<file path="config.mk">
export PLATFORM = sky130hd
export DESIGN_NAME = pdc_protect
export DESIGN_NICKNAME = d
export VERILOG_FILES = /design/src/hw/pdc_pkg.sv /design/src/hw/pdc_protect.sv
export VERILOG_INCLUDE_DIRS = /design/src /design/src/hw
export SDC_FILE = /design/constraint.sdc
export NUM_CORES = 1
export LEC_CHECK = 0
export ABC_AREA = 1
export BUFFER_PORTS_ARGS = -buffer_cell sky130_fd_sc_hd__buf_2
export CELL_PAD_IN_SITES_DETAIL_PLACEMENT = 0
export CELL_PAD_IN_SITES_GLOBAL_PLACEMENT = 2
export CORE_MARGIN = 4
export CORE_UTILIZATION = 35
export CTS_CLUSTER_SIZE = 12
export DETAILED_ROUTE_END_ITERATION = 10
export PLACE_DENSITY = 0.83
export SYNTH_ARGS = -nofsm -noshare
export SYNTH_HDL_FRONTEND = slang
export SYNTH_SLANG_ARGS = --single-unit
export TNS_END_PERCENT = 10
</file>
<file path="constraint.sdc">
create_clock -name pclk -period 7.1 [get_ports pclk]
set_input_delay 0.71 -clock pclk [delete_from_list [all_inputs] [get_ports pclk]]
set_output_delay 0.71 -clock pclk [all_outputs]
set_load 0.005 [all_outputs]
</file>
<file path="src/hw/pdc_map.svh">
// Offsets, field positions, reset values and timing counts of the converter protection control
`ifndef PDC_MAP_SVH
`define PDC_MAP_SVH
// ----------------------------------------
// Register byte offsets
// ----------------------------------------
`define PDC_CTRL 12'h000
`define PDC_STATUS 12'h004
`define PDC_MASK 12'h008
`define PDC_OVP_TRIP 12'h00c
`define PDC_UVP_TRIP 12'h010
`define PDC_DEBOUNCE 12'h014
`define PDC_SKIP_TH 12'h018
`define PDC_CC_LEVEL 12'h01c
`define PDC_CV_TARGET 12'h020
`define PDC_CABLE_RES 12'h024
`define PDC_OUT_CURR 12'h028
`define PDC_STATE 12'h02c
`define PDC_CLEAR 12'h030
// ----------------------------------------
// Field positions
// ----------------------------------------
`define PDC_CTRL_PWM_EN 0
`define PDC_CTRL_DEM_EN 1
`define PDC_CTRL_CDC_EN 2
`define PDC_CTRL_DOWN_TR 3
`define PDC_CTRL_HARD_RST 4
`define PDC_CTRL_DETACH 5
`define PDC_ST_OVP 0
`define PDC_ST_UVP 1
`define PDC_ST_MCU_UP 2
`define PDC_ST_PWM_UP 3
// ----------------------------------------
// Reset values and timing
// ----------------------------------------
`define PDC_OVP_RST 8'hff
`define PDC_UVP_RST 8'h00
`define PDC_DEB_RST 2'h1
`define PDC_SKIP_RST 8'h10
`define PDC_CC_RST 9'h100
`define PDC_CV_RST 10'h0d5
`define PDC_DEB_UNIT_NS 1000
`define PDC_CLK_NS 10
`define PDC_DEB_UNIT_CYC (`PDC_DEB_UNIT_NS / `PDC_CLK_NS)
`define PDC_CDC_STEP_NS 10000
`define PDC_CDC_STEP_CYC (`PDC_CDC_STEP_NS / `PDC_CLK_NS)
`endif

</file>
<file path="src/hw/pdc_pkg.sv">
// Types shared by the converter protection control
`default_nettype none
package pdc_pkg;
	typedef enum logic [1:0] {pdc_deb_idle, pdc_deb_count, pdc_deb_trip} pdc_deb_type;
endpackage
`default_nettype wire

</file>
<file path="src/hw/pdc_protect.sv">
// Supervision, protection trips, skip decision, zero-current turn-off, CV/CC codes and bleeders
//
// Local design decisions: register access over APB and the address map.
`default_nettype none
`include "pdc_map.svh"
module pdc_protect (
	// Clock, reset, enable
	input wire logic pclk,
	input wire logic presetn,
	input wire logic clk_en,
	// APB slave
	input wire logic psel,
	input wire logic penable,
	input wire logic pwrite,
	input wire logic [11:0] paddr,
	input wire logic [31:0] pwdata,
	output logic [31:0] prdata,
	output logic pready,
	output logic pslverr,
	output logic irq,
	// Analog indications (asynchronous)
	input wire logic bias_lockout,
	input wire logic core_lockout,
	input wire logic gate_driver_supply_lockout,
	input wire logic ovp_comp,
	input wire logic uvp_comp,
	input wire logic [7:0] comp_node_level,
	input wire logic zcd_low_below,
	input wire logic zcd_high_below,
	input wire logic [9:0] out_current,
	// Control outputs
	output logic mcu_run,
	output logic pwm_enable,
	output logic pulse_skip_operation,
	output logic first_low_side_off,
	output logic second_high_side_off,
	output logic [7:0] ovp_trip_code,
	output logic [7:0] uvp_trip_code,
	output logic [8:0] cc_level_code,
	output logic [9:0] voltage_regulation_target,
	output logic bleeder_node_on
);
	// ----------------------------------------
	// Pin synchronisers
	// ----------------------------------------
	localparam int NS = 8;
	logic [NS-1:0] sync_a;
	logic [NS-1:0] sync_b;
	logic [7:0] comp_a;
	logic [7:0] comp_b;
	logic [9:0] cur_a;
	logic [9:0] cur_b;
	wire logic [NS-1:0] raw = {zcd_high_below, zcd_low_below, uvp_comp, ovp_comp,
		gate_driver_supply_lockout, core_lockout, bias_lockout, 1'b0};
	wire logic bias_s = sync_b[1];
	wire logic core_s = sync_b[2];
	wire logic gds_s = sync_b[3];
	wire logic ovp_s = sync_b[4];
	wire logic uvp_s = sync_b[5];
	wire logic zl_s = sync_b[6];
	wire logic zh_s = sync_b[7];

	// Two stages; multi-bit levels are slow analog codes so skew is tolerated
	always_ff @(posedge pclk or negedge presetn) begin
		if (!presetn) begin
			sync_a <= 8'h0e;
			sync_b <= 8'h0e;
			comp_a <= 8'h00;
			comp_b <= 8'h00;
			cur_a <= 10'h000;
			cur_b <= 10'h000;
		end else if (clk_en) begin
			sync_a <= raw;
			sync_b <= sync_a;
			comp_a <= comp_node_level;
			comp_b <= comp_a;
			cur_a <= out_current;
			cur_b <= cur_a;
		end
	end

	// ----------------------------------------
	// Registers
	// ----------------------------------------
	logic [5:0] ctrl;
	logic [1:0] status;
	logic [1:0] mask;
	logic [1:0] ovp_deb_sel;
	logic [1:0] uvp_deb_sel;
	logic [7:0] skip_th;
	logic [9:0] cv_code;
	logic [7:0] cable_res;
	logic [9:0] cdc_off;
	logic ovp_hit;
	logic uvp_hit;
	wire logic wr = psel && penable && pwrite && clk_en;
	wire logic rd = psel && penable && !pwrite && clk_en;

	// Zero-wait slave: every access completes in its first access cycle
	assign pready = 1'b1;
	assign pslverr = 1'b0;

	// Software settings
	always_ff @(posedge pclk or negedge presetn) begin
		if (!presetn) begin
			ctrl <= 6'h00;
			mask <= 2'h0;
			ovp_trip_code <= `PDC_OVP_RST;
			uvp_trip_code <= `PDC_UVP_RST;
			ovp_deb_sel <= `PDC_DEB_RST;
			uvp_deb_sel <= `PDC_DEB_RST;
			skip_th <= `PDC_SKIP_RST;
			cc_level_code <= `PDC_CC_RST;
			cv_code <= `PDC_CV_RST;
			cable_res <= 8'h00;
		end else if (wr) begin
			case (paddr)
				`PDC_CTRL: ctrl <= pwdata[5:0];
				`PDC_MASK: mask <= pwdata[1:0];
				`PDC_OVP_TRIP: ovp_trip_code <= pwdata[7:0];
				`PDC_UVP_TRIP: uvp_trip_code <= pwdata[7:0];
				`PDC_DEBOUNCE: begin
					ovp_deb_sel <= pwdata[1:0];
					uvp_deb_sel <= pwdata[5:4];
				end
				`PDC_SKIP_TH: skip_th <= pwdata[7:0];
				`PDC_CC_LEVEL: cc_level_code <= pwdata[8:0];
				`PDC_CV_TARGET: cv_code <= pwdata[9:0];
				`PDC_CABLE_RES: cable_res <= pwdata[7:0];
				default: ;
			endcase
		end
	end

	// Read mux; unmapped reads return zero
	always_comb begin
		prdata = 32'h0000_0000;
		case (paddr)
			`PDC_CTRL: prdata = {26'h0, ctrl};
			`PDC_STATUS: prdata = {28'h0, pwm_enable, mcu_run, status};
			`PDC_MASK: prdata = {30'h0, mask};
			`PDC_OVP_TRIP: prdata = {24'h0, ovp_trip_code};
			`PDC_UVP_TRIP: prdata = {24'h0, uvp_trip_code};
			`PDC_DEBOUNCE: prdata = {26'h0, uvp_deb_sel, 2'h0, ovp_deb_sel};
			`PDC_SKIP_TH: prdata = {24'h0, skip_th};
			`PDC_CC_LEVEL: prdata = {23'h0, cc_level_code};
			`PDC_CV_TARGET: prdata = {22'h0, cv_code};
			`PDC_CABLE_RES: prdata = {24'h0, cable_res};
			`PDC_OUT_CURR: prdata = {22'h0, cur_b};
			`PDC_STATE: prdata = {22'h0, voltage_regulation_target};
			default: prdata = 32'h0000_0000;
		endcase
	end

	// ----------------------------------------
	// Debounce trips
	// ----------------------------------------
	// Debounce length in cycles: 1, 2, 4 or 8 base units
	function automatic logic [11:0] deb_len(input logic [1:0] sel);
		deb_len = 12'((`PDC_DEB_UNIT_CYC) << sel);
	endfunction

	logic [11:0] ovp_cnt;
	logic [11:0] uvp_cnt;
	pdc_pkg::pdc_deb_type ovp_st;
	pdc_pkg::pdc_deb_type uvp_st;

	// Bus over-voltage debounce
	always_ff @(posedge pclk or negedge presetn) begin
		if (!presetn) begin
			ovp_st <= pdc_pkg::pdc_deb_idle;
			ovp_cnt <= 12'h000;
		end else if (clk_en) begin
			case (ovp_st)
				pdc_pkg::pdc_deb_idle: begin
					ovp_cnt <= 12'h001;
					if (ovp_s) ovp_st <= pdc_pkg::pdc_deb_count;
				end
				pdc_pkg::pdc_deb_count: begin
					if (!ovp_s) ovp_st <= pdc_pkg::pdc_deb_idle;
					else if (ovp_cnt >= deb_len(ovp_deb_sel)) ovp_st <= pdc_pkg::pdc_deb_trip;
					else ovp_cnt <= ovp_cnt + 12'h001;
				end
				pdc_pkg::pdc_deb_trip: ovp_st <= pdc_pkg::pdc_deb_idle;
				default: ovp_st <= pdc_pkg::pdc_deb_idle;
			endcase
		end
	end

	// Output under-voltage debounce, same shape with its own length
	always_ff @(posedge pclk or negedge presetn) begin
		if (!presetn) begin
			uvp_st <= pdc_pkg::pdc_deb_idle;
			uvp_cnt <= 12'h000;
		end else if (clk_en) begin
			case (uvp_st)
				pdc_pkg::pdc_deb_idle: begin
					uvp_cnt <= 12'h001;
					if (uvp_s) uvp_st <= pdc_pkg::pdc_deb_count;
				end
				pdc_pkg::pdc_deb_count: begin
					if (!uvp_s) uvp_st <= pdc_pkg::pdc_deb_idle;
					else if (uvp_cnt >= deb_len(uvp_deb_sel)) uvp_st <= pdc_pkg::pdc_deb_trip;
					else uvp_cnt <= uvp_cnt + 12'h001;
				end
				pdc_pkg::pdc_deb_trip: uvp_st <= pdc_pkg::pdc_deb_idle;
				default: uvp_st <= pdc_pkg::pdc_deb_idle;
			endcase
		end
	end

	assign ovp_hit = (ovp_st == pdc_pkg::pdc_deb_trip);
	assign uvp_hit = (uvp_st == pdc_pkg::pdc_deb_trip);

	// Sticky flags: trip wins over read-clear in the same cycle
	always_ff @(posedge pclk or negedge presetn) begin
		if (!presetn) begin
			status <= 2'h0;
		end else if (clk_en) begin
			status[`PDC_ST_OVP] <= ovp_hit || (status[`PDC_ST_OVP] && !(rd && paddr == `PDC_STATUS));
			status[`PDC_ST_UVP] <= uvp_hit || (status[`PDC_ST_UVP] && !(rd && paddr == `PDC_STATUS));
		end
	end

	// Interrupt level from unmasked flags
	always_ff @(posedge pclk or negedge presetn) begin
		if (!presetn) irq <= 1'b0;
		else if (clk_en) irq <= |(status & mask);
	end

	// ----------------------------------------
	// Lockout, PWM gating, skip, zero current
	// ----------------------------------------
	// Held through the registered flags so PWM stays off until firmware clears them
	always_ff @(posedge pclk or negedge presetn) begin
		if (!presetn) begin
			mcu_run <= 1'b0;
			pwm_enable <= 1'b0;
			pulse_skip_operation <= 1'b0;
			first_low_side_off <= 1'b0;
			second_high_side_off <= 1'b0;
			bleeder_node_on <= 1'b0;
		end else if (clk_en) begin
			mcu_run <= !bias_s && !core_s;
			pwm_enable <= !bias_s && !core_s && !gds_s && ctrl[`PDC_CTRL_PWM_EN]
				&& !ovp_hit && !uvp_hit && status == 2'h0;
			pulse_skip_operation <= (comp_b < skip_th);
			first_low_side_off <= ctrl[`PDC_CTRL_DEM_EN] && zl_s;
			second_high_side_off <= ctrl[`PDC_CTRL_DEM_EN] && zh_s;
			bleeder_node_on <= ctrl[`PDC_CTRL_DOWN_TR] || ctrl[`PDC_CTRL_HARD_RST]
				|| ctrl[`PDC_CTRL_DETACH];
		end
	end

	// ----------------------------------------
	// Cable-drop compensation ramp
	// ----------------------------------------
	logic [13:0] step_cnt;
	wire logic [17:0] prod = {8'h00, cur_b} * {10'h000, cable_res};
	wire logic [9:0] cdc_goal = ctrl[`PDC_CTRL_CDC_EN] ? prod[17:8] : 10'h000;

	// One code step per interval keeps the output from jumping
	always_ff @(posedge pclk or negedge presetn) begin
		if (!presetn) begin
			step_cnt <= 14'h0000;
			cdc_off <= 10'h000;
		end else if (clk_en) begin
			if (step_cnt >= 14'(`PDC_CDC_STEP_CYC - 1)) begin
				step_cnt <= 14'h0000;
				if (cdc_off < cdc_goal) cdc_off <= cdc_off + 10'h001;
				else if (cdc_off > cdc_goal) cdc_off <= cdc_off - 10'h001;
			end else begin
				step_cnt <= step_cnt + 14'h0001;
			end
		end
	end

	// Saturating sum of target and offset
	always_ff @(posedge pclk or negedge presetn) begin
		if (!presetn) voltage_regulation_target <= `PDC_CV_RST;
		else if (clk_en) voltage_regulation_target <= ({1'b0, cv_code} + {1'b0, cdc_off} > 11'h3ff)
			? 10'h3ff : 10'(cv_code + cdc_off);
	end

	// ----------------------------------------
	// Checks
	// ----------------------------------------
	a_mcu_lockout: assert property (@(posedge pclk) disable iff (!presetn)
		clk_en && (bias_s || core_s) |=> !mcu_run) else $error("mcu released in lockout");
	a_pwm_lockout: assert property (@(posedge pclk) disable iff (!presetn)
		clk_en && gds_s |=> !pwm_enable) else $error("pwm on with driver lockout");
	a_ovp_start: assert property (@(posedge pclk) disable iff (!presetn)
		clk_en && ovp_st == pdc_pkg::pdc_deb_idle && ovp_s |=> ovp_st == pdc_pkg::pdc_deb_count)
		else $error("ovp debounce did not start");
	a_ovp_flag: assert property (@(posedge pclk) disable iff (!presetn)
		clk_en && ovp_hit |=> status[`PDC_ST_OVP] && !pwm_enable) else $error("ovp trip lost");
	a_uvp_start: assert property (@(posedge pclk) disable iff (!presetn)
		clk_en && uvp_st == pdc_pkg::pdc_deb_idle && uvp_s |=> uvp_st == pdc_pkg::pdc_deb_count)
		else $error("uvp debounce did not start");
	a_uvp_flag: assert property (@(posedge pclk) disable iff (!presetn)
		clk_en && uvp_hit |=> status[`PDC_ST_UVP] && !pwm_enable) else $error("uvp trip lost");
	a_deb_restart: assert property (@(posedge pclk) disable iff (!presetn)
		clk_en && ovp_st == pdc_pkg::pdc_deb_count && !ovp_s |=> ovp_st == pdc_pkg::pdc_deb_idle)
		else $error("debounce not restarted");
	a_skip_mode: assert property (@(posedge pclk) disable iff (!presetn)
		clk_en && comp_b < skip_th |=> pulse_skip_operation) else $error("skip not entered");
	a_zcd_low: assert property (@(posedge pclk) disable iff (!presetn)
		clk_en && ctrl[`PDC_CTRL_DEM_EN] && zl_s |=> first_low_side_off) else $error("low side not off");
	a_bleed_on: assert property (@(posedge pclk) disable iff (!presetn)
		clk_en && ctrl[`PDC_CTRL_HARD_RST] |=> bleeder_node_on) else $error("bleeder off in reset");
	a_zcd_high: assert property (@(posedge pclk) disable iff (!presetn)
		clk_en && ctrl[`PDC_CTRL_DEM_EN] && zh_s |=> second_high_side_off) else $error("high side not off");
	a_uvp_restart: assert property (@(posedge pclk) disable iff (!presetn)
		clk_en && uvp_st == pdc_pkg::pdc_deb_count && !uvp_s |=> uvp_st == pdc_pkg::pdc_deb_idle)
		else $error("uvp debounce not restarted");
	a_flag_hold: assert property (@(posedge pclk) disable iff (!presetn)
		clk_en && status != 2'h0 |=> !pwm_enable) else $error("pwm on while a flag is set");
	// Release and exit directions, so an output stuck in its safe state is caught too
	a_mcu_release: assert property (@(posedge pclk) disable iff (!presetn)
		clk_en && !bias_s && !core_s |=> mcu_run) else $error("mcu held in lockout");
	a_skip_exit: assert property (@(posedge pclk) disable iff (!presetn)
		clk_en && comp_b >= skip_th |=> !pulse_skip_operation) else $error("skip kept above threshold");
	a_bleed_off: assert property (@(posedge pclk) disable iff (!presetn)
		clk_en && ctrl[5:3] == 3'h0 |=> !bleeder_node_on) else $error("bleeder on with no cause");
	// Offset may only move on a step boundary, which is what keeps the ramp gradual
	a_cdc_step: assert property (@(posedge pclk) disable iff (!presetn)
		step_cnt < 14'(`PDC_CDC_STEP_CYC - 1) |=> $stable(cdc_off))
		else $error("cable offset moved between steps");
endmodule
`default_nettype wire

</file>
* Word level (Yosys, flattened, before mapping)
Cells that the tools add are included.
** Storage, ports and cells
- Output and inout bits :: 76
- Logic and storage cells :: 141
- Flip-flop bits (word level) :: 184
- Bits of input ports :: 75
** Cells by class
- Shifts and indexed selects :: 2
- Multipliers :: 1
- Add/subtract/negate cells :: 7
- Eq/ne operators :: 23
- Multiplexer cells :: 20
- Order comparisons :: 7
- Bitwise operators :: 1
- Reduce and logical (&&, ||, !) cells :: 49
** Operators by type and width (count)
- $pmux W10 S12 :: 1
- $eq A12 B5 Y1 const B :: 4
- $eq A12 B6 Y1 const B :: 4
- $mux W12 :: 4
- $pmux W12 S2 :: 2
- $mux W10 :: 4
- $add A12 B1 Y12 const B :: 2
- $eq A12 B4 Y1 const B :: 2
- $ge A12 B12 Y1 :: 2
- $shl A7 B2 Y12 const A :: 2
- $mul A10 B8 Y18 :: 1
- $reduce_and A2 Y1 :: 9
- $logic_and A1 B1 Y1 :: 16
- $add A14 B1 Y14 const B :: 1
- $ge A14 B10 Y1 const B :: 1
- $mux W14 :: 1
- $eq A12 B3 Y1 const B :: 1
- $logic_not A12 Y1 :: 1
- $mux W2 :: 6
- $ne A2 B2 Y1 const B :: 6
- $add A10 B10 Y11 :: 1
- $gt A11 B10 Y1 const B :: 1
- $add A10 B1 Y10 const B :: 1
- $add A10 B10 Y10 :: 1
- 16 further kinds :: 36

* Depth between registers and ports, before layout
- Word-level depth :: 7
- Gate-level depth with buffers :: 40

* Worst setup path before layout
Ideal clock, no wire load.
- Path type :: reg2reg
- From :: register cable_res[7]
- To :: register cdc_off[9]
- Data required time :: 6.984 ns
- Cell stages (with the launch flop) :: 36
- Library setup time :: 0.116 ns
- Setup slack :: 1.108 ns
- Clock period less this slack :: 5.992 ns
- Data arrival time :: 5.876 ns
- Path through :: dfrtp_1 clkbuf_1 nand2_1 inv_1 fa_1 inv_1 fa_1 inv_1 fa_1 inv_1 fa_1 inv_1 ha_1 nand2_1 nor2_1 inv_1 nor4_1 nand2_1 nand3_1 nand3_1 ha_1 nand2_1 inv_1 a21oi_1 nand3_1 ha_1 a21oi_1 nand2_1 nand2_1 nand2_1 nor2_1 inv_1 nand2_1 nand2_1 nand2_1 nand2_1
** Between the ends
- Cells in the longest elaborated chain, start to end :: 5
- Elaborated cells between the ends (all ways) :: 7
- Classes of those cells :: mul (1); order compare (2); mux (2); reduce/logical (2)
** Ends and longest elaborated chain
- from (decl) :: line pdc_protect.sv:92 : logic [7:0] cable_res;
- from (signal assigned) :: line pdc_protect.sv:129 : `PDC_CABLE_RES: cable_res <= pwdata[7:0];
- $mul A10 B8 Y18 * :: line pdc_protect.sv:259 : wire logic [17:0] prod = {8'h00, cur_b} * {10'h000, cable_res};
- $mux W10 * :: line pdc_protect.sv:260 : wire logic [9:0] cdc_goal = ctrl[`PDC_CTRL_CDC_EN] ? prod[17:8] : 10'h000;
- $lt A10 B10 Y1 / $gt A10 B10 Y1 (equally long branches) :: line pdc_protect.sv:270, pdc_protect.sv:271
- $reduce_bool A2 Y1 (no source line)
- $reduce_and A3 Y1 (no source line)
- to (signal assigned) :: line pdc_protect.sv:270 : if (cdc_off < cdc_goal) cdc_off <= cdc_off + 10'h001;
- to (signal assigned) :: line pdc_protect.sv:271 : else if (cdc_off > cdc_goal) cdc_off <= cdc_off - 10'h001;
- to (decl) :: line pdc_protect.sv:93 : logic [9:0] cdc_off;
Every way passes the cells marked *; elsewhere a longest branch is shown, timed or not.
A chain may end at the register's enable or synchronous reset.

* Worst setup path after layout
- From :: register cur_b[6]
- To :: register cdc_off[9]
** Between the ends
- Cells in the longest elaborated chain, start to end :: 5
- Elaborated cells between the ends (all ways) :: 7
- Classes of those cells :: mul (1); order compare (2); mux (2); reduce/logical (2)
** Ends and longest elaborated chain
- from (decl) :: line pdc_protect.sv:52 : logic [9:0] cur_b;
- from (signal assigned) :: line pdc_protect.sv:78 : cur_b <= cur_a;
- $mul A10 B8 Y18 * :: line pdc_protect.sv:259
- $mux W10 * :: line pdc_protect.sv:260
- $lt A10 B10 Y1 / $gt A10 B10 Y1 (equally long branches) :: line pdc_protect.sv:270, pdc_protect.sv:271
- $reduce_bool A2 Y1 (no source line)
- $reduce_and A3 Y1 (no source line)
Marked as above.

==> impl_metrics.py <==
metrics = {
    "routing": {
        "num_vias": 11290,
        "viasPerCell": 4.720,
        "wl_per_cell_um": 15.48,
        "drtAntennaViolNets": 0,
        "drt_iter0_drc": 612,
        "finalWirelength_mm": 37.04,
        "firstDrtPassIters": 5,
        "drc_errors": 0,
    },
    "sta": {
        "period_minus_slack_ns": 6.516,
        "worst_slew_pin_slew_ns": 0.9709,
        "slew_viol_final": 0,
        "setup_viol": 0,
        "max_freq_mhz": 153.5,
        "fin_crit_sh_pct": 91.77,
        "rsz0062_at_grt": "false",
        "fin_ws_ns": 0.5844,
        "finalClockSkew_ns": 0.01664,
        "tns_ns": 0,
        "hold_viol": 0,
        "slew_headroom_pct": 35.27,
    },
    "worst_setup_path": {
        "endpoint": "cdc_off[9]$_DFFE_PN0P_",
        "crit_arrival_ns": 6.86,
        "r2r-end": "cdc_off[9]$_DFFE_PN0P_",
        "cp_max_fo": 11,
        "worstRegToRegCells": 31,
        "crit_slowest_cell": "dfrtp_1",
        "max_stage_delay_ns": 0.61,
        "r2r-start": "cur_b[6]$_DFFE_PN0P_",
        "worstPathRequired_ns": 7.44,
        "worstSetupPathType": "flip-flop to flip-flop",
        "startpoint_type": "flip-flop",
        "cp-end-kind": "flip-flop",
        "cp-startpoint": "cur_b[6]$_DFFE_PN0P_",
        "r2r_slack_ns": 0.58,
        "cp_common_cell": "nand2_1",
    },
    "final_layout": {
        "n_fill_cell": 4095,
        "final_cell_area_um2": 15090,
        "diodes": 0,
        "layout.nets": 2091,
        "fin_cells": 2392,
        "drive_gt1_share_pct": 14.04,
        "area.growth.synth_to_final_pct": 10.97,
    },
    "logic_synthesis": {
        "synth_common_cells": "nand2_1, inv_1, dfrtp_1",
        "ys_types": 50,
        "synth-async-reset-ratio_pct": 100.0,
        "ys_ff_latch": 184,
        "synth_area_leaders": "dfrtp_1, nand2_1, ha_1",
        "synth-edff-count": 0,
        "synthFlopType": "dfrtp_1",
        "yosys.area.top_type_share_pct": 28.71,
        "synth_top_area_cell": "dfrtp_1",
        "yosys_warnings": 0,
        "synth_area_um2": 13600,
        "syn_inst": 1784,
        "avgSynthCellArea_um2": 7.622,
        "synth_most_common_cell": "nand2_1",
        "yosysSeqAreaShare_pct": 34.12,
    },
    "floorplan": {
        "initial_core_util_pct": 35.76,
        "core_um2": 38020,
        "num_rows": 71,
        "die_x_um": 205.1,
        "top_level_ports": 151,
        "die_area_um2": 42070,
        "die-height_um": 205.1,
    },
    "placed_design": {
        "place_inst": 2360,
        "gp_congestion": 0.8102,
        "dp_slack_ns": 0.2793,
        "hpwlAfterDp_mm": 28.92,
        "io_buffer_count": 104,
        "placed_area_um2": 14500,
    },
    "clock_network": {
        "clk_latency_ns": 0.45,
        "clk_pin_slew_worst_paths_ns": 0.08,
        "cts_root_buf": "clkbuf_16",
        "cts_buffer_depth": 2,
        "cts_made_buffers": 17,
        "cts_htree_levels": 4,
        "cts_sinks": 184,
        "postCtsSetupBuffers": 0,
        "cts_tree": "built",
    },
    "job": {
        "maxCapViolations": 0,
    },
    "pwr": {
        "p_leak_nw": 8.307,
        "power.density_nw_per_um2": 225.0,
        "power_mw": 3.396,
        "irDropWorstVdd_uv": 159.8,
    },
    "global_route": {
        "globalRouteMet3Util_pct": 2.454,
        "grt_use_total_pct": 18.50,
        "grt_pass1_wl_mm": 62.04,
        "grt_busiest_layer": "met2",
        "grt_start_max_net_pins": 115,
        "antenna_found_initial": 0,
        "met2_usage_pct": 30.11,
        "grt_pass1_vias": 11540,
        "grt_overflow": 0,
        "grt_util_met1_pct": 26.53,
    },
    "run_status": {
        "status": "completed",
    },
    "worst_hold_path": {
        "hold_path_class": "primary input to asynchronous set/reset pin",
    },
}
-- critical path, delay by kind of cell, from the launching register on --
kind                       cells  cell delay (ns)
AOI/OAI and AO/OA              5             1.28
adders and majority gates      7             3.06
buffers and inverters          5             0.28
DFF                            1             0.61
and+or+nand+nor               14             1.16
-- cells in the final DEF (no fill, tap or decap), types with 4 or more instances in the layout --
master	netlist	layout
a21o_1	4	4
a21oi_1	43	43
buf_2	3	102
buf_4	28	10
clkbuf_16	0	17
clkinvlp_4	0	4
conb_1	2	24
dfrtp_1	156	151
dfrtp_2	0	5
dfstp_2	28	28
fa_1	49	49
ha_1	99	99
inv_1	257	257
inv_2	11	11
nand2_1	574	574
nand2_2	5	5
nand2_4	9	9
nand3_1	83	82
nand3b_1	6	6
nand4_1	18	18
nor2_1	129	129
nor2_4	6	6
nor2_8	4	4
nor3_1	20	20
nor3b_1	4	4
nor4_1	6	6
o21a_1	5	5
o21ai_0	65	65
o21ai_1	31	31
o21ai_2	32	32
o21bai_1	7	7
xnor2_1	13	13
xor2_1	18	18
-- cells by family (layout without fill, tap and decap cells) --
family | after synthesis | in the layout | share of synthesized area (%)
and+or+nand+nor | 880 | 880 | 28.16
buffers and inverters | 339 | 414 | 10.50
AOI/OAI and AO/OA | 200 | 200 | 8.852
DFF | 184 | 184 | 34.12
adders and majority gates | 148 | 148 | 16.32
xor gates and xnor gates | 31 | 31 | 1.997
other | 2 | 24 | 0.05523
-- worst min-delay path by stage --
stage               depth (start not counted)                          end  slack, ns
CTS                                         1        comp_a[4]$_DFFE_PN0P_       0.42
floorplan                                   0  bleeder_node_on$_DFFE_PN0P_       0.41
detailed placement                          2        sync_b[1]$_DFFE_PN1P_       0.46
finish                                      1        sync_a[7]$_DFFE_PN0P_       0.38
global placement                            2        sync_b[1]$_DFFE_PN1P_       0.45
global route                                1        sync_a[7]$_DFFE_PN0P_       0.44
-- report_power, final --
part | switching [mW] | leakage, nW | internal [mW]
clock | 0.450 | 0.269 | 0.492
sequential | 0.158 | 2.33 | 1.18
combinational | 0.696 | 5.71 | 0.424
total | 1.30 | 8.31 | 2.09
-- metal layers --
metal  share of wire, %  up-vias
li1                   -     5711
met1                 50     5380
met2                 46      179
met3                3.3       20
met4                1.1        0
met5                  0        -
-- registers in the layout (all words and copies together), names as in the netlist, 9 cells and up --
| register | flops |
|---|---|
| cur_a | 10 |
| ovp_cnt | 12 |
| cc_level_code | 9 |
| voltage_regulation_target | 10 |
| cv_code | 10 |
| step_cnt | 14 |
| cur_b | 10 |
| uvp_cnt | 12 |
| cdc_off | 10 |
-- per-stage QoR --
stage	utilization [%]	hold slack, ns
final	39.69	0.3755
after floorplan	-	0.4144
after detailed placement	38.14	0.4556
after global routing	39.69	0.4397
after CTS	39.64	0.4205
after global placement	38.14	0.4532
-- area by class of cell --
cell class	instances	area, um^2	share of cell area [%]
Multi-Input combinational cell	1283	7626	50.54
Sequential cell	184	4646	30.79
Inverter	269	1011	6.700
Tap cell	511	639.4	4.237
Timing Repair Buffer	113	599.3	3.972
Clock buffer	18	429.2	2.844
Clock inverter	14	138.9	0.9204
-- what timing repair did --
item | 4_1_cts | 5_1_grt
hold buffers | 0 | 0
endpoints found under the hold margin | 0 | 0
endpoints found under the setup margin | 0 | 7
gates resized for setup | 0 | 7
(Power assumes the default switching activity.)
